===== src/refcal_pkg.sv =====
// Purpose: shared constants for the reference calibration register bank
// Assumes: register indices times four give the apb byte address
// Notes:   all registers reset to zero
package refcal_pkg;
   // register indices; byte address is four times the index
   localparam logic [7:0] OFFSET_CAL_SEL_IDX = 8'h18;
   localparam logic [7:0] REF_MARGIN_OFS_IDX = 8'h19;
   localparam logic [7:0] REF_MARGIN_EN_IDX  = 8'h1a;
   localparam logic [7:0] HALF_REF_MARG_IDX  = 8'h1b;
   localparam int         ADDR_LSB           = 2;

   // field positions and widths
   localparam int RANGE_SEL_W   = 3;
   localparam int OFS_CODE_W    = 5;
   localparam int HALF_OFS_LSB  = 4;
   localparam int HALF_OFS_W    = 3;
   localparam int HALF_EN_BIT   = 0;
   localparam int APPLY_BIT     = 0;

   // writable bits of each register; everything else is reserved
   localparam logic [7:0] OFFSET_CAL_SEL_MASK = 8'h07;
   localparam logic [7:0] REF_MARGIN_OFS_MASK = 8'h1f;
   localparam logic [7:0] REF_MARGIN_EN_MASK  = 8'h01;
   localparam logic [7:0] HALF_REF_MARG_MASK  = 8'h71;

   // values after reset
   localparam logic [7:0] REG_RESET = 8'h00;

   // reference range codes
   typedef enum logic [2:0] {
      RANGE_5V0   = 3'h0,
      RANGE_4V5   = 3'h1,
      RANGE_4V096 = 3'h2,
      RANGE_3V3   = 3'h3,
      RANGE_3V0   = 3'h4,
      RANGE_2V5   = 3'h5
   } ref_range_e;
endpackage


===== src/refcal_if.sv =====
// Purpose: carries the stored register contents to the setting decoder
// Assumes: single clock domain
// Notes:   values are raw register bytes, reserved bits already zero
`timescale 1ns/1ps
`default_nettype none
interface refcal_if;
   logic [7:0] cal_sel;
   logic [7:0] margin_ofs;
   logic [7:0] margin_en;
   logic [7:0] half_marg;

   modport src (output cal_sel, margin_ofs, margin_en, half_marg);
   modport dst (input  cal_sel, margin_ofs, margin_en, half_marg);
endinterface
`default_nettype wire


===== src/reference_calibration_regs.sv =====
// Purpose: apb slave holding the reference calibration register bank
// Assumes: one wait state per transfer; synchronous active-high reset
// Notes:   unmapped addresses read zero and answer with pslverr
`timescale 1ns/1ps
`default_nettype none

// register map; the byte address is four times the register index
//    060h  offset calibration select: range code in bits 2..0
//    064h  reference margin offset: buffer offset code in bits 4..0
//    068h  reference margin enable: margin apply in bit 0
//    06ch  half-reference margin: offset in bits 6..4, apply in bit 0
// any other word, or an address that is not word aligned, is refused

// bus timing, counted from the setup cycle c0
//    c0  psel high, penable low; nothing is taken yet
//    c1  psel and penable high; the answer is loaded into flops
//    c2  pready high with prdata and pslverr; a write lands at its closing edge
//    c3  idle, or the setup cycle of the next transfer
// the wait state is always exactly one cycle; it buys bus outputs that leave
// flops directly, at the price of one extra cycle on every access
// a master that keeps penable high after pready would start a second answer,
// so the bank relies on penable falling after every completed transfer

// a refused access still completes after the same wait state, with pslverr
// high and prdata zero; a write to it changes nothing in the bank

// reserved bits are cleared on the way in by the write mask, so the stored
// bytes never hold a reserved one and the read path needs no mask of its own
// only byte lane 0 carries register data; with pstrb[0] low a write is dropped
// silently, since nothing on the other lanes could be refused

// range codes above the last defined one are stored and read back as written,
// while the decoder shows them as the 5.0 v code on the range output
// the setting outputs trail the register store by one edge, so the analog side
// sees a new margin one cycle after the write completes

// reset is synchronous: one edge with reset high clears every register, the
// bus answer and the settings together; a transfer cut by reset is lost
// the bank has no write lock: every mapped register is writable at all times

// the settings decoder sits behind an interface so that it can be placed next
// to the analog trims; it reads only the stored bytes, never the bus

// Overview of operation
// - offset calibration select bits 7..3 always read back as zero.
// - 3-bit range field in bits 2..0, reset 000; codes 110/111 act as 5.0 V.
// - margin offset register at 19h, reset 00h, upper three bits read zero.
// - 5-bit signed-step offset code in bits 4..0, reset 00000.
// - margin enable register at 1Ah, reset 00h, bits 7..1 read zero.
// - enable bit 0 applies the margin offset code to the reference buffer.
// - half-reference margin register at 1Bh, reset 00h, selects its margin.
module reference_calibration_regs
   import refcal_pkg::*;
(
   // clock and reset
   input  wire logic                  i_sys_clk,
   input  wire logic                  i_reset,
   // apb slave
   input  wire logic                  i_psel,
   input  wire logic                  i_penable,
   input  wire logic                  i_pwrite,
   input  wire logic [11:0]           i_paddr,
   input  wire logic [31:0]           i_pwdata,
   input  wire logic [3:0]            i_pstrb,
   output logic                       o_pready,
   output logic [31:0]                o_prdata,
   output logic                       o_pslverr,
   // calibration settings
   output ref_range_e                 o_range,
   output logic [OFS_CODE_W-1:0]      o_buffer_offset_code,
   output logic                       o_margin_apply,
   output logic [HALF_OFS_W-1:0]      o_half_offset_code,
   output logic                       o_half_margin_apply
);
   // all bank state: four stored bytes and the registered bus answer
   typedef struct packed {
      logic [7:0]  cal_sel;
      logic [7:0]  margin_ofs;
      logic [7:0]  margin_en;
      logic [7:0]  half_marg;
      logic        ready;
      logic [31:0] rdata;
      logic        slverr;
   } bank_state_s;

   // result of one address decode
   typedef struct packed {
      logic       hit;
      logic [1:0] sel;
      logic [7:0] mask;
   } decode_t;

   // register slots as carried in the decode result
   localparam logic [1:0] SLOT_CAL  = 2'h0;
   localparam logic [1:0] SLOT_OFS  = 2'h1;
   localparam logic [1:0] SLOT_EN   = 2'h2;
   localparam logic [1:0] SLOT_HALF = 2'h3;

   bank_state_s state_reg;
   bank_state_s state_next;
   decode_t     dec;
   logic [7:0]  rd_byte;
   logic        access_first; // first access cycle: the answer is loaded
   logic        access_done;  // completing cycle: pready is high
   logic [7:0]  wr_byte;      // lane 0 with reserved bits cleared
   logic        wr_any;       // a write that the bank accepts
   logic        wr_cal;       // one write strobe per register
   logic        wr_ofs;
   logic        wr_en;
   logic        wr_half;

   refcal_if regs_bus ();

   // map a byte address to a register slot and its writable mask
   function automatic decode_t addr_decode(input logic [11:0] addr);
      decode_t    d;
      logic [9:0] idx;
      d   = '{hit: 1'b0, sel: 2'h0, mask: 8'h00};
      idx = addr[11:ADDR_LSB];
      // low address bits must be zero; a misaligned word never hits
      if (addr[ADDR_LSB-1:0] == 2'h0) begin
         unique case (idx)
            {2'h0, OFFSET_CAL_SEL_IDX}: d = '{hit: 1'b1, sel: 2'h0, mask: OFFSET_CAL_SEL_MASK};
            {2'h0, REF_MARGIN_OFS_IDX}: d = '{hit: 1'b1, sel: 2'h1, mask: REF_MARGIN_OFS_MASK};
            {2'h0, REF_MARGIN_EN_IDX}:  d = '{hit: 1'b1, sel: 2'h2, mask: REF_MARGIN_EN_MASK};
            {2'h0, HALF_REF_MARG_IDX}:  d = '{hit: 1'b1, sel: 2'h3, mask: HALF_REF_MARG_MASK};
            default:                    d = '{hit: 1'b0, sel: 2'h0, mask: 8'h00};
         endcase
      end
      return d;
   endfunction

   // one decode per cycle, shared by the read mux and the write strobes
   assign dec = addr_decode(i_paddr);

   // phase qualifiers; the ready flop tells the first access cycle from the last
   assign access_first = i_psel && i_penable && !state_reg.ready;
   assign access_done  = i_psel && i_penable && state_reg.ready;

   // a write needs a mapped word and lane 0; anything else leaves the bank alone
   assign wr_byte = i_pwdata[7:0] & dec.mask;
   assign wr_any  = access_done && i_pwrite && dec.hit && i_pstrb[0];
   assign wr_cal  = wr_any && (dec.sel == SLOT_CAL);
   assign wr_ofs  = wr_any && (dec.sel == SLOT_OFS);
   assign wr_en   = wr_any && (dec.sel == SLOT_EN);
   assign wr_half = wr_any && (dec.sel == SLOT_HALF);

   // read mux; stored bytes never hold reserved ones
   // an unmapped access reads slot 0 here; the answer is zeroed before it leaves
   always_comb begin
      unique case (dec.sel)
         2'h0:    rd_byte = state_reg.cal_sel;
         2'h1:    rd_byte = state_reg.margin_ofs;
         2'h2:    rd_byte = state_reg.margin_en;
         default: rd_byte = state_reg.half_marg;
      endcase
   end

   // one wait state lets prdata come from a flop rather than the mux
   always_comb begin
      state_next        = state_reg;
      // pready and pslverr are one-cycle pulses; they drop unless reloaded
      state_next.ready  = 1'b0;
      state_next.slverr = 1'b0;
      // first access cycle: load the whole answer so that c2 shows it from flops
      if (access_first) begin
         state_next.ready  = 1'b1;
         state_next.slverr = !dec.hit;
         state_next.rdata  = (dec.hit && !i_pwrite) ? {24'h000000, rd_byte} : 32'h00000000;
      end
      // writes land on the edge that completes the access phase
      if (wr_cal) begin
         state_next.cal_sel = wr_byte;
      end
      if (wr_ofs) begin
         state_next.margin_ofs = wr_byte;
      end
      if (wr_en) begin
         state_next.margin_en = wr_byte;
      end
      if (wr_half) begin
         state_next.half_marg = wr_byte;
      end
      // synchronous reset overrides everything, the bus answer included
      if (i_reset) begin
         state_next            = '0;
         state_next.cal_sel    = REG_RESET;
         state_next.margin_ofs = REG_RESET;
         state_next.margin_en  = REG_RESET;
         state_next.half_marg  = REG_RESET;
      end
   end

   // single state register
   // no reset term here; reset is folded into the next-state logic above
   always_ff @(posedge i_sys_clk) begin
      state_reg <= state_next;
   end

   // stored bytes to the decoder; reserved bits are already zero
   assign regs_bus.cal_sel    = state_reg.cal_sel;
   assign regs_bus.margin_ofs = state_reg.margin_ofs;
   assign regs_bus.margin_en  = state_reg.margin_en;
   assign regs_bus.half_marg  = state_reg.half_marg;

   // bus answer straight from the state flops
   assign o_pready  = state_reg.ready;
   assign o_prdata  = state_reg.rdata;
   assign o_pslverr = state_reg.slverr; // only ever set together with ready

   // settings decoder, registered outputs
   // the decoder resets itself on the same edge as the bank
   refcal_decode u_decode (
      .i_sys_clk            (i_sys_clk),
      .i_reset              (i_reset),
      .regs                 (regs_bus),
      .o_range              (o_range),
      .o_buffer_offset_code (o_buffer_offset_code),
      .o_margin_apply       (o_margin_apply),
      .o_half_offset_code   (o_half_offset_code),
      .o_half_margin_apply  (o_half_margin_apply)
   );
endmodule
`default_nettype wire


===== src/refcal_decode.sv =====
// Purpose: turns stored register bytes into registered analog settings
// Assumes: inputs change only on apb writes
// Notes:   one cycle of latency from register to setting output
`timescale 1ns/1ps
`default_nettype none
module refcal_decode
   import refcal_pkg::*;
(
   // clock and reset
   input  wire logic                  i_sys_clk,
   input  wire logic                  i_reset,
   // stored register contents
   refcal_if.dst                      regs,
   // settings
   output ref_range_e                 o_range,
   output logic [OFS_CODE_W-1:0]      o_buffer_offset_code,
   output logic                       o_margin_apply,
   output logic [HALF_OFS_W-1:0]      o_half_offset_code,
   output logic                       o_half_margin_apply
);
   typedef struct packed {
      ref_range_e            range;
      logic [OFS_CODE_W-1:0] ofs;
      logic                  apply;
      logic [HALF_OFS_W-1:0] half_ofs;
      logic                  half_apply;
   } dec_state_s;

   dec_state_s state_reg;
   dec_state_s state_next;

   // settings follow the registers; unused range codes fold onto 5.0 v
   always_comb begin
      state_next = state_reg;
      if (regs.cal_sel[RANGE_SEL_W-1:0] > RANGE_2V5) begin
         state_next.range = RANGE_5V0;
      end else begin
         state_next.range = ref_range_e'(regs.cal_sel[RANGE_SEL_W-1:0]);
      end
      state_next.apply      = regs.margin_en[APPLY_BIT];
      // the code only reaches the buffer while margining is on
      state_next.ofs        = state_next.apply ? regs.margin_ofs[OFS_CODE_W-1:0] : '0;
      state_next.half_apply = regs.half_marg[HALF_EN_BIT];
      state_next.half_ofs   = regs.half_marg[HALF_OFS_LSB +: HALF_OFS_W];
      if (i_reset) begin
         state_next = '0;
      end
   end

   // single state register
   always_ff @(posedge i_sys_clk) begin
      state_reg <= state_next;
   end

   assign o_range              = state_reg.range;
   assign o_buffer_offset_code = state_reg.ofs;
   assign o_margin_apply       = state_reg.apply;
   assign o_half_offset_code   = state_reg.half_ofs;
   assign o_half_margin_apply  = state_reg.half_apply;
endmodule
`default_nettype wire


===== config.mk =====
export PLATFORM = sky130hd
export DESIGN_NAME = reference_calibration_regs
export DESIGN_NICKNAME = d
export VERILOG_FILES = /design/src/refcal_pkg.sv /design/src/refcal_if.sv /design/src/reference_calibration_regs.sv /design/src/refcal_decode.sv
export SDC_FILE = /design/constraint.sdc
export NUM_CORES = 1
export LEC_CHECK = 0
export ABC_AREA = 1
export BUFFER_PORTS_ARGS = -buffer_cell sky130_fd_sc_hd__buf_4
export CAP_MARGIN = 10
export CORE_MARGIN = 8
export CORE_UTILIZATION = 25
export CTS_CLUSTER_DIAMETER = 40
export CTS_CLUSTER_SIZE = 16
export DETAILED_ROUTE_END_ITERATION = 10
export GPL_TIMING_DRIVEN = 0
export MAX_ROUTING_LAYER = met4
export SYNTH_ARGS = -nofsm -noshare
export SYNTH_HDL_FRONTEND = slang
export SYNTH_SLANG_ARGS = --single-unit

===== constraint.sdc =====
create_clock -name i_sys_clk -period 1.45 [get_ports i_sys_clk]
set_input_delay 0.0725 -clock i_sys_clk [delete_from_list [all_inputs] [get_ports i_sys_clk]]
set_output_delay 0.0725 -clock i_sys_clk [all_outputs]
set_load 0.01 [all_outputs]

; Word level (Yosys, flattened, before mapping)
; Index checks and enable logic that the tools add are counted.
[totals]
register_bits = 79
input_bits = 53
[op_classes]
n_eq_ne = 7
bitwise_logic = 3
magnitude_cmp = 1
n_reduce_logical = 19
muxes = 5
[ops]
columns = op, count
row1 = one-hot mux 11 bit (4 select lines), 1
row2 = equality test 10 x 5 -> 1 bit (second input constant), 4
row3 = two-way mux 34 bit, 1
row4 = one-hot mux 8 bit (3 select lines), 1
row5 = logical AND 1 bit, 11
row6 = two-way mux 11 bit, 1
row7 = AND 8 bit, 1
row8 = two-way mux 8 bit, 1
row9 = OR reduction 2 bit, 3
row10 = equality test 2 bit (second input constant), 2
row11 = logical NOT 2 bit, 2
row12 = greater-than comparator 3 bit (second input constant), 1
row13 = logical NOT 1 bit, 3
row14 = equality test 2 x 1 -> 1 bit (second input constant), 1
row15 = inverter 1 bit, 2

; Depth between registers and ports, before layout
[depth]
word_depth = 7
depth_mapped = 9
ltp_nobuf = 9

; Modules after synthesis
; Synthesis repeated with hierarchy kept, for this count alone.
[unflattened]
cells_unflattened = 288
area_unflattened_um2 = 2265.9
[modules_own_cells]
columns = mod, area_each_um2, cells_each, instances
row1 = reference_calibration_regs, 1894.3, 246, 1
row2 = refcal_decode, 371.6, 42, 1

; Least setup slack after synthesis
; OpenSTA, ideal clock, no wires.
[synth_timing]
kind = register -> register
from = register state_reg (netlist bit o_pready)
to = register state_reg (netlist bit regs_bus.margin_en[0])
period_less_slack_ps = 1330
path_slack_ps = 120
path_buffers = 0
required_time_ps = 1334
stages_incl_launch_ff = 10
setup_time_ps = 116
arrival_time_ps = 1214
cell_sequence = dfxtp_1 nand3_1 nor2_2 inv_2 nor2_1 inv_2 nor2_1 inv_1 nor2_1 nor2_1
[synth_between]
elab_chain_len = 5
[synth_rtl]
columns = item, line_no
row1 = "start, declared", reference_calibration_regs.sv:99  ; bank_state_s state_reg;
row2 = "start signal, assigned", reference_calibration_regs.sv:197  ; state_reg <= state_next;
row3 = logical AND 1 bit, reference_calibration_regs.sv:138  ; assign access_done = i_psel && i_penable && state_reg.ready;
row4 = logical AND 1 bit (3 in a row), reference_calibration_regs.sv:142  ; assign wr_any = access_done && i_pwrite && dec.hit && i_pstrb[0];
row5 = logical AND 1 bit, reference_calibration_regs.sv:145  ; assign wr_en = wr_any && (dec.sel == SLOT_EN);
; No other way between the ends.
; A chain may end at the register's enable or synchronous reset.

; Final worst setup path
[layout_timing]
from = register state_reg (netlist bit o_pready)
to = register state_reg (netlist bit regs_bus.cal_sel[2])
[layout_between]
elab_chain_len = 5
[layout_rtl]
columns = item, line_no
row1 = logical AND 1 bit, reference_calibration_regs.sv:138
row2 = logical AND 1 bit (3 in a row), reference_calibration_regs.sv:142
row3 = logical AND 1 bit, reference_calibration_regs.sv:143  ; assign wr_cal = wr_any && (dec.sel == SLOT_CAL);
; No other way between the ends.

==> run summary <==
Status: complete, no violations
Most frequent cells in the layout: buf_4, dfxtp_1, nor2_1
EDFF count, synth: 0
Io pins: 100
Sequential area share after synthesis: 43.4%
Placed cells: 475
Footprint of the multi-input gates: 1030 um2
Top_reg_cell synth: dfxtp_1
Tot GR Track Use: 10.2%
Global-route wire length before repair: 10.0 mm
Critical Path Start Type: flip-flop
Via count: 2007
H-tree depth: 2
Synth cell types: 29
Via density: 4.13
Most common cell after layout, fill and taps aside: buf_4
Data required, critical path: 1660 ps
Final std cells w/o fill: 486
DRC: 0
Final Hold Vio Count: 0
Critical Path AT: 1560 ps
Row cnt: 35
Die area: 12500 um2
Hold Path Class: in2reg
HPWL Detailed: 4.82 mm
Number of synthesis warnings: 0
Number of routed nets with antenna violations: 0
Final Wtd Congestion: 0.838
CTS tree: yes
Synthesized area per cell: 7.79 um2
Share of post-route cells with drive strength above 1: 32.3%
Root buf cell: clkbuf_8
DR WL/cell: 12.6 um
Fmax: 741 MHz
P_leak: 1.45 nW
Mapped Cells: 296
Area after DPL: 2860 um2
Setup-failing EPs final: 0
Mapped cell area: 2300 um2
Vias in the first global route: 2016
Worst-path maximum fanout: 6
Minimum clock period: 1350 ps
Core ar.: 9110 um2
Worst vdd ir: 345 uV
CTS buffer count: 5
Skew final: 16.0 ps
WS Path Type: reg2reg
Final slew viol count: 0
Initial core utilization: 25.3%
Layout filler cell count: 988
CTS Buffer Depth: 2
Crit end category: flip-flop
FFs w/ async S/R, synth: 0%
Antenna violations before repair: 0
Synthesis-to-layout area growth: 30.7%
Final period util: 93.0%
Clk slew on worst S/H paths: 110 ps
Die X: 112 um
Post-route design area: 3010 um2
Maxcap violations: 0
Worst slew pin tran: 513 ps
Storage element area: 1000 um2
Drt total wl: 6.11 mm
RSZ-0062 raised after global routing: false
Clk sink count: 50
Pwr dens: 821 nW/um2
Final global-route overflow total: 0
Initial DRC Count: 89
Yosys reg bits: 50
Clk_lat worst skew: 320 ps
Buffers on Ports: 44
Largest net degree at the start of global routing: 18
Worst rel slew slack: 65.8%
ANT cells: 0
Die span in y: 112 um
Layout Nets: 427
Drt pass-1 iters: 5
critical path, stage by stage (launching register included):
cell     delay [ps]
dfxtp_2         370
nand3_2         100
nor2_4          150
inv_2            80
nor2_2           90
inv_2            60
nor2_4          130
inv_2            80
o21ai_1         130
a21oi_1          50
cell usage after synthesis, types with 6 or more instances:
master	count	share of area [%]
buf_4	26	8.5
nand3_1	27	5.9
nand2_1	31	5.0
nor2_1	42	6.8
nor2_2	6	1.6
a21oi_1	15	3.3
nand4_1	7	1.9
inv_2	7	1.1
dfxtp_1	50	43
inv_1	34	5.5
o2111ai_1	7	2.7
path summary, 6_finish.rpt:
kind	from	end	slack, ps	cells after the start
max reg2reg	o_pready	regs_bus.cal_sel[2]	100	9
max	o_pready	regs_bus.cal_sel[2]	100	9
min reg2reg	regs_bus.half_marg[4]	u_decode.o_half_offset_code[0]	450	2
min	i_pwdata[3]	regs_bus.margin_ofs[3]	30	3
through the flow:
stage | total power [mW] | TNS, ps | util, % | worst slack [ps] | hold slack, ps
2_1_floorplan | 1.56 | 0 | - | 120 | 151
4_1_cts | 2.49 | 0 | 32.6 | 21.0 | 16.9
6_report | 2.47 | 0 | 33.1 | 101 | 33.1
3_3_place_gp | 1.64 | -72.6 | 31.4 | -32.1 | 266
5_1_grt | 2.57 | 0 | 33.1 | 8.15 | 38.3
3_5_place_dp | 1.64 | -358 | 31.4 | -80.8 | 273
timing repair:
action	in CTS	in global routing
cloned	0	0
pin swaps	0	2
setup endpoints to repair	8	15
hold buffers	1	0
buffers inserted	0	2
resized for setup	3	8
endpoints found under the hold margin	1	0
area by class of cell:
class                           count  share of cell area (%)
Multi-Input combinational cell    194                    34.1
Sequential cell                    50                    33.3
Timing Repair Buffer               47                    11.8
Buffer                             34                    7.85
Inverter                           42                    5.32
Tap cell                          111                    4.61
Clock buffer                        5                    2.29
Clock inverter                      3                   0.789
registers in the layout (all words and copies together), names as in the netlist:
name                           flops
u_decode.o_half_offset_code        3
o_pready                           1
o_pslverr                          1
u_decode.o_half_margin_apply       1
u_decode.o_range                   3
o_prdata                           7
regs_bus.margin_en                 7
regs_bus.half_marg                 7
regs_bus.margin_ofs                7
u_decode.o_buffer_offset_code      5
regs_bus.cal_sel                   7
u_decode.o_margin_apply            1
routing by layer:
layer / wire, um / global-route usage, % / vias to the layer above
li1: - / - / 1064
met1: 2830 / 11.9 / 872
met2: 2860 / 16.2 / 59
met3: 297 / 2.84 / 12
met4: 133 / 4.59 / 0
met5: 0 / - / -
power breakdown:
group	total, mW	switching, mW	internal (mW)
clock	0.852	0.506	0.346
combinational	0.245	0.136	0.108
sequential	1.38	0.00167	1.37
total	2.47	0.644	1.83
kinds of logic after synthesis:
| group | count (synthesis) | share of synthesized area [%] |
|---|---|---|
| other | 1 | 0.163 |
| buffers and inverters | 76 | 17.2 |
| AO/OA/AOI/OAI | 36 | 9.93 |
| flip-flops | 50 | 43.4 |
| AND/OR/NAND/NOR | 133 | 29.3 |
Power figures use the tool's default switching activity.
